## config.mk

```make
export PLATFORM = sky130hd
export DESIGN_NAME = sp_serial_port
export DESIGN_NICKNAME = d
export VERILOG_FILES = /design/src/inc/sp_pkg.sv /design/src/design/sp_serial_port.sv
export VERILOG_INCLUDE_DIRS = /design/src /design/src/inc
export SDC_FILE = /design/constraint.sdc
export NUM_CORES = 1
export LEC_CHECK = 0
export BUFFER_PORTS_ARGS = -buffer_cell sky130_fd_sc_hd__buf_2
export CAP_MARGIN = 0
export CORE_ASPECT_RATIO = 1.5
export CORE_MARGIN = 8
export CORE_UTILIZATION = 40
export CTS_CLUSTER_SIZE = 28
export DETAILED_ROUTE_END_ITERATION = 8
export MAX_ROUTING_LAYER = met4
export PLACE_DENSITY_LB_ADDON = 0.08
export SYNTH_ARGS = -nofsm -noshare
export SYNTH_HDL_FRONTEND = slang
export SYNTH_SLANG_ARGS = --single-unit
export TNS_END_PERCENT = 100
```

## constraint.sdc

```tcl
create_clock -name hclk -period 2.16 [get_ports hclk]
set_input_delay 0.324 -clock hclk [delete_from_list [all_inputs] [get_ports hclk]]
set_output_delay 0.324 -clock hclk [all_outputs]
set_load 0.05 [all_outputs]
```

## src/inc/sp_map.svh

```systemverilog
`ifndef SP_MAP_SVH
`define SP_MAP_SVH

// ----------------------------------------
// register byte offsets
// ----------------------------------------
`define SP_OFF_BUF 32'h0000_0000
`define SP_OFF_CTRL 32'h0000_0004
`define SP_OFF_STAT 32'h0000_0008

// ----------------------------------------
// control register fields
// ----------------------------------------
`define SP_CTRL_MODE_LO 0
`define SP_CTRL_OPTION 2
`define SP_CTRL_RX_EN 3
`define SP_CTRL_RX_DONE 4
`define SP_CTRL_TX_DONE 5
`define SP_CTRL_NINTH 6
`define SP_CTRL_RATE_DBL 7
`define SP_CTRL_RESET 8'h00
`define SP_MODE_SYNC 2'h0
`define SP_MODE_ASYNC 2'h1

// ----------------------------------------
// shift timing, in hclk cycles
// ----------------------------------------
`define SP_M0_FAST_LAST 4'h3
`define SP_M0_FAST_FALL 4'h1
`define SP_M0_FAST_RISE 4'h3
`define SP_M0_SLOW_LAST 4'hb
`define SP_M0_SLOW_FALL 4'h3
`define SP_M0_SLOW_RISE 4'h9

// ----------------------------------------
// asynchronous frame
// ----------------------------------------
`define SP_DIV_LAST 4'hf
`define SP_VOTE_A 4'h7
`define SP_VOTE_B 4'h8
`define SP_VOTE_C 4'h9
`define SP_STOP_IDX 4'h9
`define SP_DATA_LAST 4'h8

`endif

```

## src/inc/sp_pkg.sv

```systemverilog
package sp_pkg;

	// ----------------------------------------
	// types
	// ----------------------------------------
	typedef enum logic [1:0] {
		SP_M0_IDLE = 2'b00,
		SP_M0_TX = 2'b01,
		SP_M0_RX = 2'b11
	} sp_m0_state_t;

	typedef enum logic [1:0] {
		SP_RX_IDLE = 2'b00,
		SP_RX_START = 2'b01,
		SP_RX_DATA = 2'b11,
		SP_RX_STOP = 2'b10
	} sp_rx_state_t;

	typedef struct packed {
		logic rate_double;
		logic rx_ninth_bit;
		logic tx_done_flag;
		logic rx_done_flag;
		logic rx_enable;
		logic mode_option_bit;
		logic [1:0] mode;
	} sp_ctrl_t;

endpackage : sp_pkg

```

## src/design/sp_serial_port.sv

```systemverilog
// The implementer's own choices: the register offsets and register access over AHB-Lite.
`timescale 1ns/1ps
`include "sp_map.svh"
module sp_serial_port (
	input wire logic hclk,
	input wire logic hresetn,
	input wire logic hsel,
	input wire logic [31:0] haddr,
	input wire logic [1:0] htrans,
	input wire logic hwrite,
	input wire logic [2:0] hsize,
	input wire logic [31:0] hwdata,
	input wire logic hready,
	output logic [31:0] hrdata,
	output logic hreadyout,
	output logic hresp,
	input wire logic t1_overflow,
	input wire logic rxd_in,
	output logic rxd_out,
	output logic rxd_oe,
	output logic txd
);

	// ----------------------------------------
	// declarations
	// ----------------------------------------
	sp_pkg::sp_ctrl_t ctrl_reg;
	sp_pkg::sp_m0_state_t m0_state_reg;
	sp_pkg::sp_rx_state_t rx_state_reg;
	logic [7:0] rx_buf_reg;
	logic [31:0] ph_addr_reg;
	logic ph_write_reg;
	logic ph_valid_reg;
	logic rx_meta_reg;
	logic rx_sync_reg;
	logic [3:0] m0_ph_reg;
	logic [2:0] m0_bit_reg;
	logic [7:0] m0_shift_reg;
	logic m0_take_reg;
	logic m0_last_reg;
	logic half_reg;
	logic [3:0] tx_div_reg;
	logic tx_pend_reg;
	logic tx_run_reg;
	logic [3:0] tx_bit_reg;
	logic [7:0] tx_shift_reg;
	logic [3:0] rx_div_reg;
	logic rx_prev_reg;
	logic vote_a_reg;
	logic vote_b_reg;
	logic [3:0] rx_bit_reg;
	logic [7:0] rx_shift_reg;
	logic buf_wr;
	logic ctrl_wr;
	logic mode0;
	logic mode1;
	logic m0_end;
	logic m0_fall;
	logic m0_rise;
	logic m0_tx_done;
	logic m0_rx_done;
	logic tick;
	logic tx_roll;
	logic m1_stop_out;
	logic vote_now;
	logic vote;
	logic m1_rx_load;

	// ----------------------------------------
	// helpers
	// ----------------------------------------
	// sel 0: last phase of a bit, 1: falling edge, 2: rising edge
	function automatic logic [3:0] m0_point(input logic fast, input logic [1:0] sel);
		logic [3:0] r;
		r = fast ? `SP_M0_FAST_LAST : `SP_M0_SLOW_LAST;
		if (sel == 2'h1) begin
			r = fast ? `SP_M0_FAST_FALL : `SP_M0_SLOW_FALL;
		end else if (sel == 2'h2) begin
			r = fast ? `SP_M0_FAST_RISE : `SP_M0_SLOW_RISE;
		end
		return r;
	endfunction : m0_point

	function automatic logic majority(input logic a, input logic b, input logic c);
		return (a & b) | (a & c) | (b & c);
	endfunction : majority

	function automatic logic addr_is(input logic [31:0] a, input logic [31:0] off);
		return a[7:2] == off[7:2] && a[31:8] == 24'h00_0000;
	endfunction : addr_is

	// ----------------------------------------
	// ahb-lite slave
	// ----------------------------------------
	// zero wait states, so hready and hresp never move after reset
	always_ff @(posedge hclk or negedge hresetn) begin
		if (!hresetn) begin
			hreadyout <= 1'b1;
			hresp <= 1'b0;
			ph_valid_reg <= 1'b0;
			ph_write_reg <= 1'b0;
			ph_addr_reg <= 32'h0000_0000;
		end else begin
			hreadyout <= 1'b1;
			hresp <= 1'b0;
			if (hready) begin
				ph_valid_reg <= hsel && htrans[1];
				ph_write_reg <= hwrite;
				ph_addr_reg <= haddr;
			end
		end
	end

	assign buf_wr = ph_valid_reg && ph_write_reg && addr_is(ph_addr_reg, `SP_OFF_BUF);
	assign ctrl_wr = ph_valid_reg && ph_write_reg && addr_is(ph_addr_reg, `SP_OFF_CTRL);

	// read data is picked in the address phase so hrdata comes from a flop
	always_ff @(posedge hclk or negedge hresetn) begin
		if (!hresetn) begin
			hrdata <= 32'h0000_0000;
		end else if (hready && hsel && htrans[1] && !hwrite) begin
			if (addr_is(haddr, `SP_OFF_BUF)) begin
				hrdata <= {24'h00_0000, rx_buf_reg};
			end else if (addr_is(haddr, `SP_OFF_CTRL)) begin
				hrdata <= {24'h00_0000, ctrl_reg};
			end else if (addr_is(haddr, `SP_OFF_STAT)) begin
				hrdata <= {30'h0000_0000, rx_state_reg != sp_pkg::SP_RX_IDLE
					|| m0_state_reg == sp_pkg::SP_M0_RX,
					tx_pend_reg || tx_run_reg || m0_state_reg == sp_pkg::SP_M0_TX};
			end else begin
				hrdata <= 32'h0000_0000;
			end
		end
	end

	// ----------------------------------------
	// control register and flags
	// ----------------------------------------
	assign mode0 = ctrl_reg.mode == `SP_MODE_SYNC;
	assign mode1 = ctrl_reg.mode == `SP_MODE_ASYNC;

	// hardware set wins over a software clear in the same cycle
	always_ff @(posedge hclk or negedge hresetn) begin
		if (!hresetn) begin
			ctrl_reg <= `SP_CTRL_RESET;
		end else begin
			if (ctrl_wr) begin
				ctrl_reg.mode <= hwdata[`SP_CTRL_MODE_LO +: 2];
				ctrl_reg.mode_option_bit <= hwdata[`SP_CTRL_OPTION];
				ctrl_reg.rx_enable <= hwdata[`SP_CTRL_RX_EN];
				ctrl_reg.rate_double <= hwdata[`SP_CTRL_RATE_DBL];
			end
			if (m0_tx_done || m1_stop_out) begin
				ctrl_reg.tx_done_flag <= 1'b1;
			end else if (ctrl_wr && hwdata[`SP_CTRL_TX_DONE]) begin
				ctrl_reg.tx_done_flag <= 1'b0;
			end
			if (m0_rx_done || m1_rx_load) begin
				ctrl_reg.rx_done_flag <= 1'b1;
			end else if (ctrl_wr && hwdata[`SP_CTRL_RX_DONE]) begin
				ctrl_reg.rx_done_flag <= 1'b0;
			end
			if (m1_rx_load) begin
				ctrl_reg.rx_ninth_bit <= vote;
			end
		end
	end

	always_ff @(posedge hclk or negedge hresetn) begin
		if (!hresetn) begin
			rx_buf_reg <= 8'h00;
		end else if (m0_rx_done) begin
			rx_buf_reg <= {rx_sync_reg, m0_shift_reg[7:1]};
		end else if (m1_rx_load) begin
			rx_buf_reg <= rx_shift_reg;
		end
	end

	// ----------------------------------------
	// rxd pin synchroniser
	// ----------------------------------------
	always_ff @(posedge hclk or negedge hresetn) begin
		if (!hresetn) begin
			rx_meta_reg <= 1'b1;
			rx_sync_reg <= 1'b1;
		end else begin
			rx_meta_reg <= rxd_in;
			rx_sync_reg <= rx_meta_reg;
		end
	end

	// ----------------------------------------
	// mode 0 shift engine
	// ----------------------------------------
	assign m0_end = m0_ph_reg == m0_point(ctrl_reg.mode_option_bit, 2'h0);
	assign m0_fall = m0_ph_reg == m0_point(ctrl_reg.mode_option_bit, 2'h1);
	assign m0_rise = m0_ph_reg == m0_point(ctrl_reg.mode_option_bit, 2'h2);
	assign m0_tx_done = m0_state_reg == sp_pkg::SP_M0_TX && m0_end && m0_bit_reg == 3'h7;
	assign m0_rx_done = m0_take_reg && m0_last_reg;

	// the synchroniser costs two clocks and the fast rate leaves only two
	// between fall and rise, so the bit seen at the rise is taken one clock later
	always_ff @(posedge hclk or negedge hresetn) begin
		if (!hresetn) begin
			m0_state_reg <= sp_pkg::SP_M0_IDLE;
			m0_ph_reg <= 4'h0;
			m0_bit_reg <= 3'h0;
			m0_shift_reg <= 8'h00;
			m0_take_reg <= 1'b0;
			m0_last_reg <= 1'b0;
		end else begin
			m0_take_reg <= m0_state_reg == sp_pkg::SP_M0_RX && m0_rise;
			m0_last_reg <= m0_bit_reg == 3'h7;
			case (m0_state_reg)
			sp_pkg::SP_M0_IDLE: begin
				m0_ph_reg <= 4'h0;
				m0_bit_reg <= 3'h0;
				if (mode0 && buf_wr) begin
					m0_state_reg <= sp_pkg::SP_M0_TX;
					m0_shift_reg <= hwdata[7:0];
				end else if (mode0 && ctrl_reg.rx_enable && !ctrl_reg.rx_done_flag) begin
					m0_state_reg <= sp_pkg::SP_M0_RX;
				end
			end
			sp_pkg::SP_M0_TX: begin
				m0_ph_reg <= m0_end ? 4'h0 : m0_ph_reg + 4'h1;
				if (m0_end) begin
					m0_shift_reg <= {1'b0, m0_shift_reg[7:1]};
					m0_bit_reg <= m0_bit_reg + 3'h1;
					if (m0_bit_reg == 3'h7) begin
						m0_state_reg <= sp_pkg::SP_M0_IDLE;
					end
				end
			end
			sp_pkg::SP_M0_RX: begin
				m0_ph_reg <= m0_end ? 4'h0 : m0_ph_reg + 4'h1;
				if (m0_take_reg) begin
					m0_shift_reg <= {rx_sync_reg, m0_shift_reg[7:1]};
				end
				if (m0_rx_done) begin
					m0_state_reg <= sp_pkg::SP_M0_IDLE;
				end else if (m0_end) begin
					m0_bit_reg <= m0_bit_reg + 3'h1;
				end
			end
			default: begin
				m0_state_reg <= sp_pkg::SP_M0_IDLE;
			end
			endcase
		end
	end

	// data goes out at phase 0, one or three clocks ahead of the fall
	always_ff @(posedge hclk or negedge hresetn) begin
		if (!hresetn) begin
			rxd_out <= 1'b1;
			rxd_oe <= 1'b0;
		end else if (m0_state_reg == sp_pkg::SP_M0_TX) begin
			rxd_oe <= 1'b1;
			if (m0_ph_reg == 4'h0) begin
				rxd_out <= m0_shift_reg[0];
			end
		end else begin
			rxd_oe <= 1'b0;
			rxd_out <= 1'b1;
		end
	end

	// ----------------------------------------
	// mode 1 bit clock
	// ----------------------------------------
	assign tick = t1_overflow && (ctrl_reg.rate_double || half_reg);
	assign tx_roll = tick && tx_div_reg == `SP_DIV_LAST;

	always_ff @(posedge hclk or negedge hresetn) begin
		if (!hresetn) begin
			half_reg <= 1'b0;
			tx_div_reg <= 4'h0;
		end else begin
			if (t1_overflow) begin
				half_reg <= !half_reg;
			end
			if (tick) begin
				tx_div_reg <= tx_div_reg + 4'h1;
			end
		end
	end

	// ----------------------------------------
	// mode 1 transmitter
	// ----------------------------------------
	assign m1_stop_out = tx_roll && tx_run_reg && tx_bit_reg == `SP_STOP_IDX;

	always_ff @(posedge hclk or negedge hresetn) begin
		if (!hresetn) begin
			tx_pend_reg <= 1'b0;
			tx_run_reg <= 1'b0;
			tx_bit_reg <= 4'h0;
			tx_shift_reg <= 8'h00;
		end else begin
			if (mode1 && buf_wr) begin
				tx_pend_reg <= 1'b1;
				tx_shift_reg <= hwdata[7:0];
			end else if (tx_roll && tx_pend_reg) begin
				tx_pend_reg <= 1'b0;
				tx_run_reg <= 1'b1;
				tx_bit_reg <= 4'h1;
			end else if (tx_roll && tx_run_reg) begin
				tx_bit_reg <= tx_bit_reg + 4'h1;
				if (tx_bit_reg != `SP_STOP_IDX) begin
					tx_shift_reg <= {1'b1, tx_shift_reg[7:1]};
				end else begin
					tx_run_reg <= 1'b0;
				end
			end
		end
	end

	// ----------------------------------------
	// transmit line
	// ----------------------------------------
	always_ff @(posedge hclk or negedge hresetn) begin
		if (!hresetn) begin
			txd <= 1'b1;
		end else if (mode0) begin
			if (m0_state_reg == sp_pkg::SP_M0_IDLE) begin
				txd <= 1'b1;
			end else if (m0_fall) begin
				txd <= 1'b0;
			end else if (m0_rise) begin
				txd <= 1'b1;
			end
		end else if (tx_roll && tx_pend_reg && !(mode1 && buf_wr)) begin
			txd <= 1'b0;
		end else if (tx_roll && tx_run_reg) begin
			txd <= tx_bit_reg == `SP_STOP_IDX ? 1'b1 : tx_shift_reg[0];
		end
	end

	// ----------------------------------------
	// mode 1 receiver
	// ----------------------------------------
	assign vote_now = tick && rx_state_reg != sp_pkg::SP_RX_IDLE && rx_div_reg == `SP_VOTE_C;
	assign vote = majority(vote_a_reg, vote_b_reg, rx_sync_reg);
	// a refused frame is dropped whole, the buffer keeps the older byte
	assign m1_rx_load = vote_now && rx_state_reg == sp_pkg::SP_RX_STOP
		&& !ctrl_reg.rx_done_flag && (!ctrl_reg.mode_option_bit || vote);

	always_ff @(posedge hclk or negedge hresetn) begin
		if (!hresetn) begin
			rx_state_reg <= sp_pkg::SP_RX_IDLE;
			rx_div_reg <= 4'h0;
			rx_prev_reg <= 1'b1;
			vote_a_reg <= 1'b1;
			vote_b_reg <= 1'b1;
			rx_bit_reg <= 4'h0;
			rx_shift_reg <= 8'h00;
		end else if (!mode1) begin
			rx_state_reg <= sp_pkg::SP_RX_IDLE;
			rx_prev_reg <= 1'b1;
		end else if (tick) begin
			rx_prev_reg <= rx_sync_reg;
			rx_div_reg <= rx_div_reg + 4'h1;
			if (rx_div_reg == `SP_VOTE_A) begin
				vote_a_reg <= rx_sync_reg;
			end
			if (rx_div_reg == `SP_VOTE_B) begin
				vote_b_reg <= rx_sync_reg;
			end
			case (rx_state_reg)
			sp_pkg::SP_RX_IDLE: begin
				if (ctrl_reg.rx_enable && rx_prev_reg && !rx_sync_reg) begin
					rx_state_reg <= sp_pkg::SP_RX_START;
					rx_div_reg <= 4'h0;
				end
			end
			sp_pkg::SP_RX_START: begin
				if (vote_now) begin
					rx_bit_reg <= 4'h0;
					rx_state_reg <= vote ? sp_pkg::SP_RX_IDLE : sp_pkg::SP_RX_DATA;
				end
			end
			sp_pkg::SP_RX_DATA: begin
				if (vote_now) begin
					rx_shift_reg <= {vote, rx_shift_reg[7:1]};
					rx_bit_reg <= rx_bit_reg + 4'h1;
					if (rx_bit_reg + 4'h1 == `SP_DATA_LAST) begin
						rx_state_reg <= sp_pkg::SP_RX_STOP;
					end
				end
			end
			sp_pkg::SP_RX_STOP: begin
				if (vote_now) begin
					rx_state_reg <= sp_pkg::SP_RX_IDLE;
				end
			end
			default: begin
				rx_state_reg <= sp_pkg::SP_RX_IDLE;
			end
			endcase
		end
	end

endmodule : sp_serial_port

```

# [Word-level counts from Yosys, hierarchy flattened]
# Cells that the tools add are included.
[totals] output_inout_bits=37 register_bits=146 word_cells=233 input_bits=76
[classes] n_reduce_logical=82 n_eq_ne=39 addsub=6 bitwise=6 mux=64
[op_table] cell="$mux W8" n=11
[op_table] cell="$logic_not A24 Y1" n=2
[op_table] cell="$mux W4" n=9
[op_table] cell="$logic_and A1 B1 Y1" n=35
[op_table] cell="$mux W2" n=15
[op_table] cell="$pmux W8 S3" n=1
[op_table] cell="$mux W1" n=21
[op_table] cell="$add A4 B1 Y4 const B" n=5
[op_table] cell="$eq A4 B4 Y1 const B" n=5
[op_table] cell="$ne A2 B2 Y1 const B" n=10
[op_table] cell="$reduce_bool A2 Y1" n=10
[op_table] cell="$ne A3 B3 Y1 const B" n=6
[op_table] cell="$pmux W4 S2" n=2
[op_table] cell="$eq A6 B1 Y1 const B" n=2
[op_table] cell="$logic_not A6 Y1" n=2
[op_table] cell="$reduce_and A3 Y1" n=4
[op_table] cell="$reduce_and A4 Y1" n=3
[op_table] cell="$pmux W3 S3" n=1
[op_table] cell="$eq A4 B4 Y1" n=2
[op_table] cell="$pmux W2 S4" n=1
[op_table] cell="$reduce_and A2 Y1" n=4
[op_table] cell="$logic_or A1 B1 Y1" n=7
[op_table] cell="$eq A2 B1 Y1 const B" n=3
[op_table] cell="$eq A2 B2 Y1 const B" n=3
[op_table] cell="20 further kinds" n=33

# [Longest topological paths before layout]
[depth] depth_word=9 ltp_mapped=8 depth_no_buf=7

# [Worst setup path after synthesis]
# OpenSTA, ideal clock, no wires.
[synth_timing] kind="flip-flop to flip-flop" start="register ph_addr_reg[17]" end="register m0_shift_reg[0]" arrival_time_ns=1.679 t_required_ns=2.035 setup_slack_ns=0.356 synth_period_minus_slack_ns=1.804 n_path_buf=0 path_stages_with_launch=6 setup_time_ns=0.125 path_cell_list="dfrtp_1 nor4_4 nand4_4 nor4b_4 o31ai_4 mux2_4"
[synth_between] elab_chain_cells=6
[synth_lines] item="start: declaration" line="sp_serial_port.sv:31" rtl="logic [31:0] ph_addr_reg;"
[synth_lines] item="start signal: assignment" line="sp_serial_port.sv:109" rtl="ph_addr_reg <= haddr;"
[synth_lines] item="$logic_not A24 Y1" line="sp_serial_port.sv:89" rtl="return a[7:2] == off[7:2] && a[31:8] == 24'h00_0000;"
[synth_lines] item="$logic_and A1 B1 Y1" line="sp_serial_port.sv:89"
[synth_lines] item="$logic_and A1 B1 Y1" line="sp_serial_port.sv:114" rtl="assign buf_wr = ph_valid_reg && ph_write_reg && addr_is(ph_addr_reg, `SP_OFF_BUF);"
[synth_lines] item="$logic_and A1 B1 Y1" line="sp_serial_port.sv:218" rtl="if (mode0 && buf_wr) begin"
[synth_lines] item="$ne A2 B2 Y1 (no line)"
[synth_lines] item="$reduce_and A4 Y1 (no line)"
[synth_lines] item="end signal: assignment" line="sp_serial_port.sv:220" rtl="m0_shift_reg <= hwdata[7:0];"
[synth_lines] item="end signal: assignment" line="sp_serial_port.sv:228" rtl="m0_shift_reg <= {1'b0, m0_shift_reg[7:1]};"
[synth_lines] item="end signal: assignment" line="sp_serial_port.sv:238" rtl="m0_shift_reg <= {rx_sync_reg, m0_shift_reg[7:1]};"
[synth_lines] item="end: declaration" line="sp_serial_port.sv:38" rtl="logic [7:0] m0_shift_reg;"
# No other way between the ends.
# A chain may end at the register's enable or synchronous reset.

# [Worst setup path after layout]
[layout_timing] start="register ph_addr_reg[22]" end="register m0_shift_reg[7]"
# The elaborated chain is that of the path after synthesis.

==> impl_metrics.json <==
{
  "largest_reg_flops": 30,
  "worstPathArrival_ns": 2.34,
  "clock_latency_ns": 0.41,
  "grt_max_degree": 54,
  "comb_power_share_pct": 7.6,
  "intPower_uw": 4510,
  "syn_inst": 526,
  "yosys_register_bits": 120,
  "vdd_drop_max_mv": 0.455,
  "timing.final.max_slew_violations": 0,
  "synth_area_leaders": "dfrtp_1 (47%), mux2_2 (7.3%), buf_4 (3.5%)",
  "yosysTopAreaCell": "dfrtp_1",
  "vias": 4169,
  "max_freq_mhz": 486,
  "htreeDepth": 4,
  "crit_type": "reg -> reg",
  "drc": 0,
  "worst_slew_pin_slew_ns": 0.646,
  "layout_common_cells": "dfrtp_1 (113), buf_2 (55), nand2_1 (49)",
  "wire_per_inst_microns": 17.3,
  "post-route-period-util_pct": 95.3,
  "maxCapViolCount": 0,
  "layout_commonest_cell": "dfrtp_1",
  "ant_nets": 0,
  "grt_pass1_vias": 4500,
  "grt_remaining_overflow": 0,
  "dr.pass1.iters": 6,
  "required_ns": 2.45,
  "core_area_sq_um": 14900,
  "synth.avg_cell_area_sq_um": 11.5,
  "yosysWarnings": 0,
  "holdBufCountCts": 2,
  "io_buffers": 56,
  "min_path_type": "in -> reg",
  "synth_edf_count": 0,
  "tritoncts": "built",
  "clockBufferDepth": 2,
  "viasPerCell": 5.10,
  "synth_top_cell_area_share_pct": 46.7,
  "holdPathStages": 2,
  "seq_power_share_pct": 41.5,
  "row_count": 55,
  "postCtsSetupRepairBufs": 0,
  "clockRootBuffer": "clkbuf_16",
  "io_pins": 113,
  "status": "finished clean",
  "grt_pass1_wl_mm": 23.3,
  "drive_above_1_share_pct": 29.9,
  "nets": 692,
  "setup_viol_count_final": 0,
  "end_kind": "flip-flop",
  "cts_resized": 0,
  "final_hold_viol_count": 0,
  "die_h_microns": 167,
  "place_hpwl_mm": 10.9,
  "drt_iter0_drc": 221,
  "area_growth_pct": 19.5,
  "p_sw_share_pct": 24.5,
  "ys_async_sr_fraction_pct": 100,
  "ys_types": 65,
  "synthFlopType": "dfrtp_1",
  "fin_crit_ns": 2.06,
  "grt_use_total_pct": 15.9,
  "relSlewSlack_pct": 56.9,
  "worst-path-max-fanout": 8,
  "clock-sinks": 120,
  "clk_pin_slew_ns": 0.06,
  "routed_wl_mm": 14.2,
  "num_antenna_cells": 0,
  "initial_core_util_pct": 40.5,
  "finalWeightedCongestion": 0.799,
  "yosysSeqAreaShare_pct": 49.7,
  "worstRegToRegCells": 5,
  "p_per_area_nw_per_um2": 826,
  "p_leak_uw": 0.00337,
  "syn_area_sq_um": 6050,
  "rsz0062_at_grt": "false",
  "cts_buffers": 17,
  "finalClockSkew_ns": 0.0150,
  "die_area_sq_um": 19400,
  "switchingPower_uw": 1460,
  "utilization_pct": 48.5,
  "die_w_microns": 116,
  "setup_tns_ns": 0,
  "critPathLaunchType": "flip-flop",
  "antenna_found_initial": 0,
  "fill_cells": 1383,
  "clock_power_share_pct": 51.0
}
[path summary, 6_finish.rpt]
check | from | end | slack, ns
max in group asynchronous | hresetn | m0_shift_reg[7] | 1.13
worst min register to register | rx_meta_reg | rx_sync_reg | 0.36
worst max-delay path | ph_addr_reg[22] | m0_shift_reg[7] | 0.10
worst min-delay path | t1_overflow | half_reg | 0.13
min in group asynchronous | hresetn | tx_shift_reg[3] | 0.38
worst max register to register | ph_addr_reg[22] | m0_shift_reg[7] | 0.10
[final cells by class]
| type | count | area, sq um | share of cell area, % |
|---|---|---|---|
| Sequential cell | 120 | 3010 | 41.6 |
| Multi-Input combinational cell | 372 | 2780 | 38.4 |
| Timing Repair Buffer | 80 | 505 | 6.98 |
| Clock buffer | 18 | 439 | 6.07 |
| Tap cell | 199 | 249 | 3.44 |
| Clock inverter | 14 | 198 | 2.73 |
| Inverter | 14 | 52.6 | 0.726 |
[worst max-delay path, stage by stage, from the launching register on]
cell and delay [ns]:
dfrtp_1 0.38, nor4_2 0.42, nand4_4 0.26, nor4b_4 0.35, o31ai_4 0.19, mux2_4 0.34
[stage by stage]
| stage | hold slack [ns] | total power [uW] | area [sq um] | setup WS [ns] | cells |
|---|---|---|---|---|---|
| floorplan | 0.0284 | 2830 | 6140 | 0.356 | 550 |
| global placement | 0.264 | 2950 | 6580 | 0.0990 | 783 |
| detailed placement | 0.268 | 2970 | 6580 | 0.0938 | 783 |
| CTS | 0.105 | 6060 | 7240 | 0.0776 | 817 |
| global route | 0.116 | 6200 | 7240 | 0.0122 | 817 |
| finish | 0.132 | 5980 | 7240 | 0.102 | 817 |
[logic make-up (layout without fill, tap and decap cells)]
| family | after synthesis | in the layout | synth area share, % |
|---|---|---|---|
| adder cells (fa/ha/maj) | 12 | 12 | 2.44 |
| multiplexers | 77 | 77 | 14.5 |
| buffers and inverters | 58 | 126 | 5.81 |
| AND/OR/NAND/NOR | 160 | 160 | 16.4 |
| other | 2 | 26 | 0.124 |
| flip-flops | 120 | 120 | 49.7 |
| XOR/XNOR | 7 | 7 | 1.01 |
| AO/OA/AOI/OAI | 90 | 90 | 10.0 |
[cell usage after synthesis, types with 6 or more instances]
cell type / instances
o21ai_0: 12
nand3_1: 19
nor2_1: 25
nand4_1: 6
o21ai_1: 29
nor4_1: 7
a22o_1: 7
nand2b_1: 8
nand2_1: 49
ha_1: 11
a21oi_1: 11
buf_4: 28
dfrtp_1: 113
mux2_2: 39
mux2_1: 13
nor3_1: 8
inv_1: 13
a32oi_1: 6
mux2i_1: 17
dfstp_2: 7
clkbuf_1: 7
mux2_4: 8
[power groups by stage]
stage,Clock [uW],Combinational (uW),Sequential (uW)
2_1_floorplan,0,341,2490
3_3_place_gp,0,445,2510
3_5_place_dp,0,456,2520
4_1_cts,3120,458,2480
5_1_grt,3200,503,2490
6_report,3040,452,2480
[metal layers]
metal	vias up	routed length, microns	GRT usage [%]
li1	2001	-	-
met5	-	0	-
met3	14	500	3.11
met4	0	206	5.78
met1	2057	6000	18.3
met2	97	7460	26.6
Note: power is estimated with default switching activity, not from simulation.
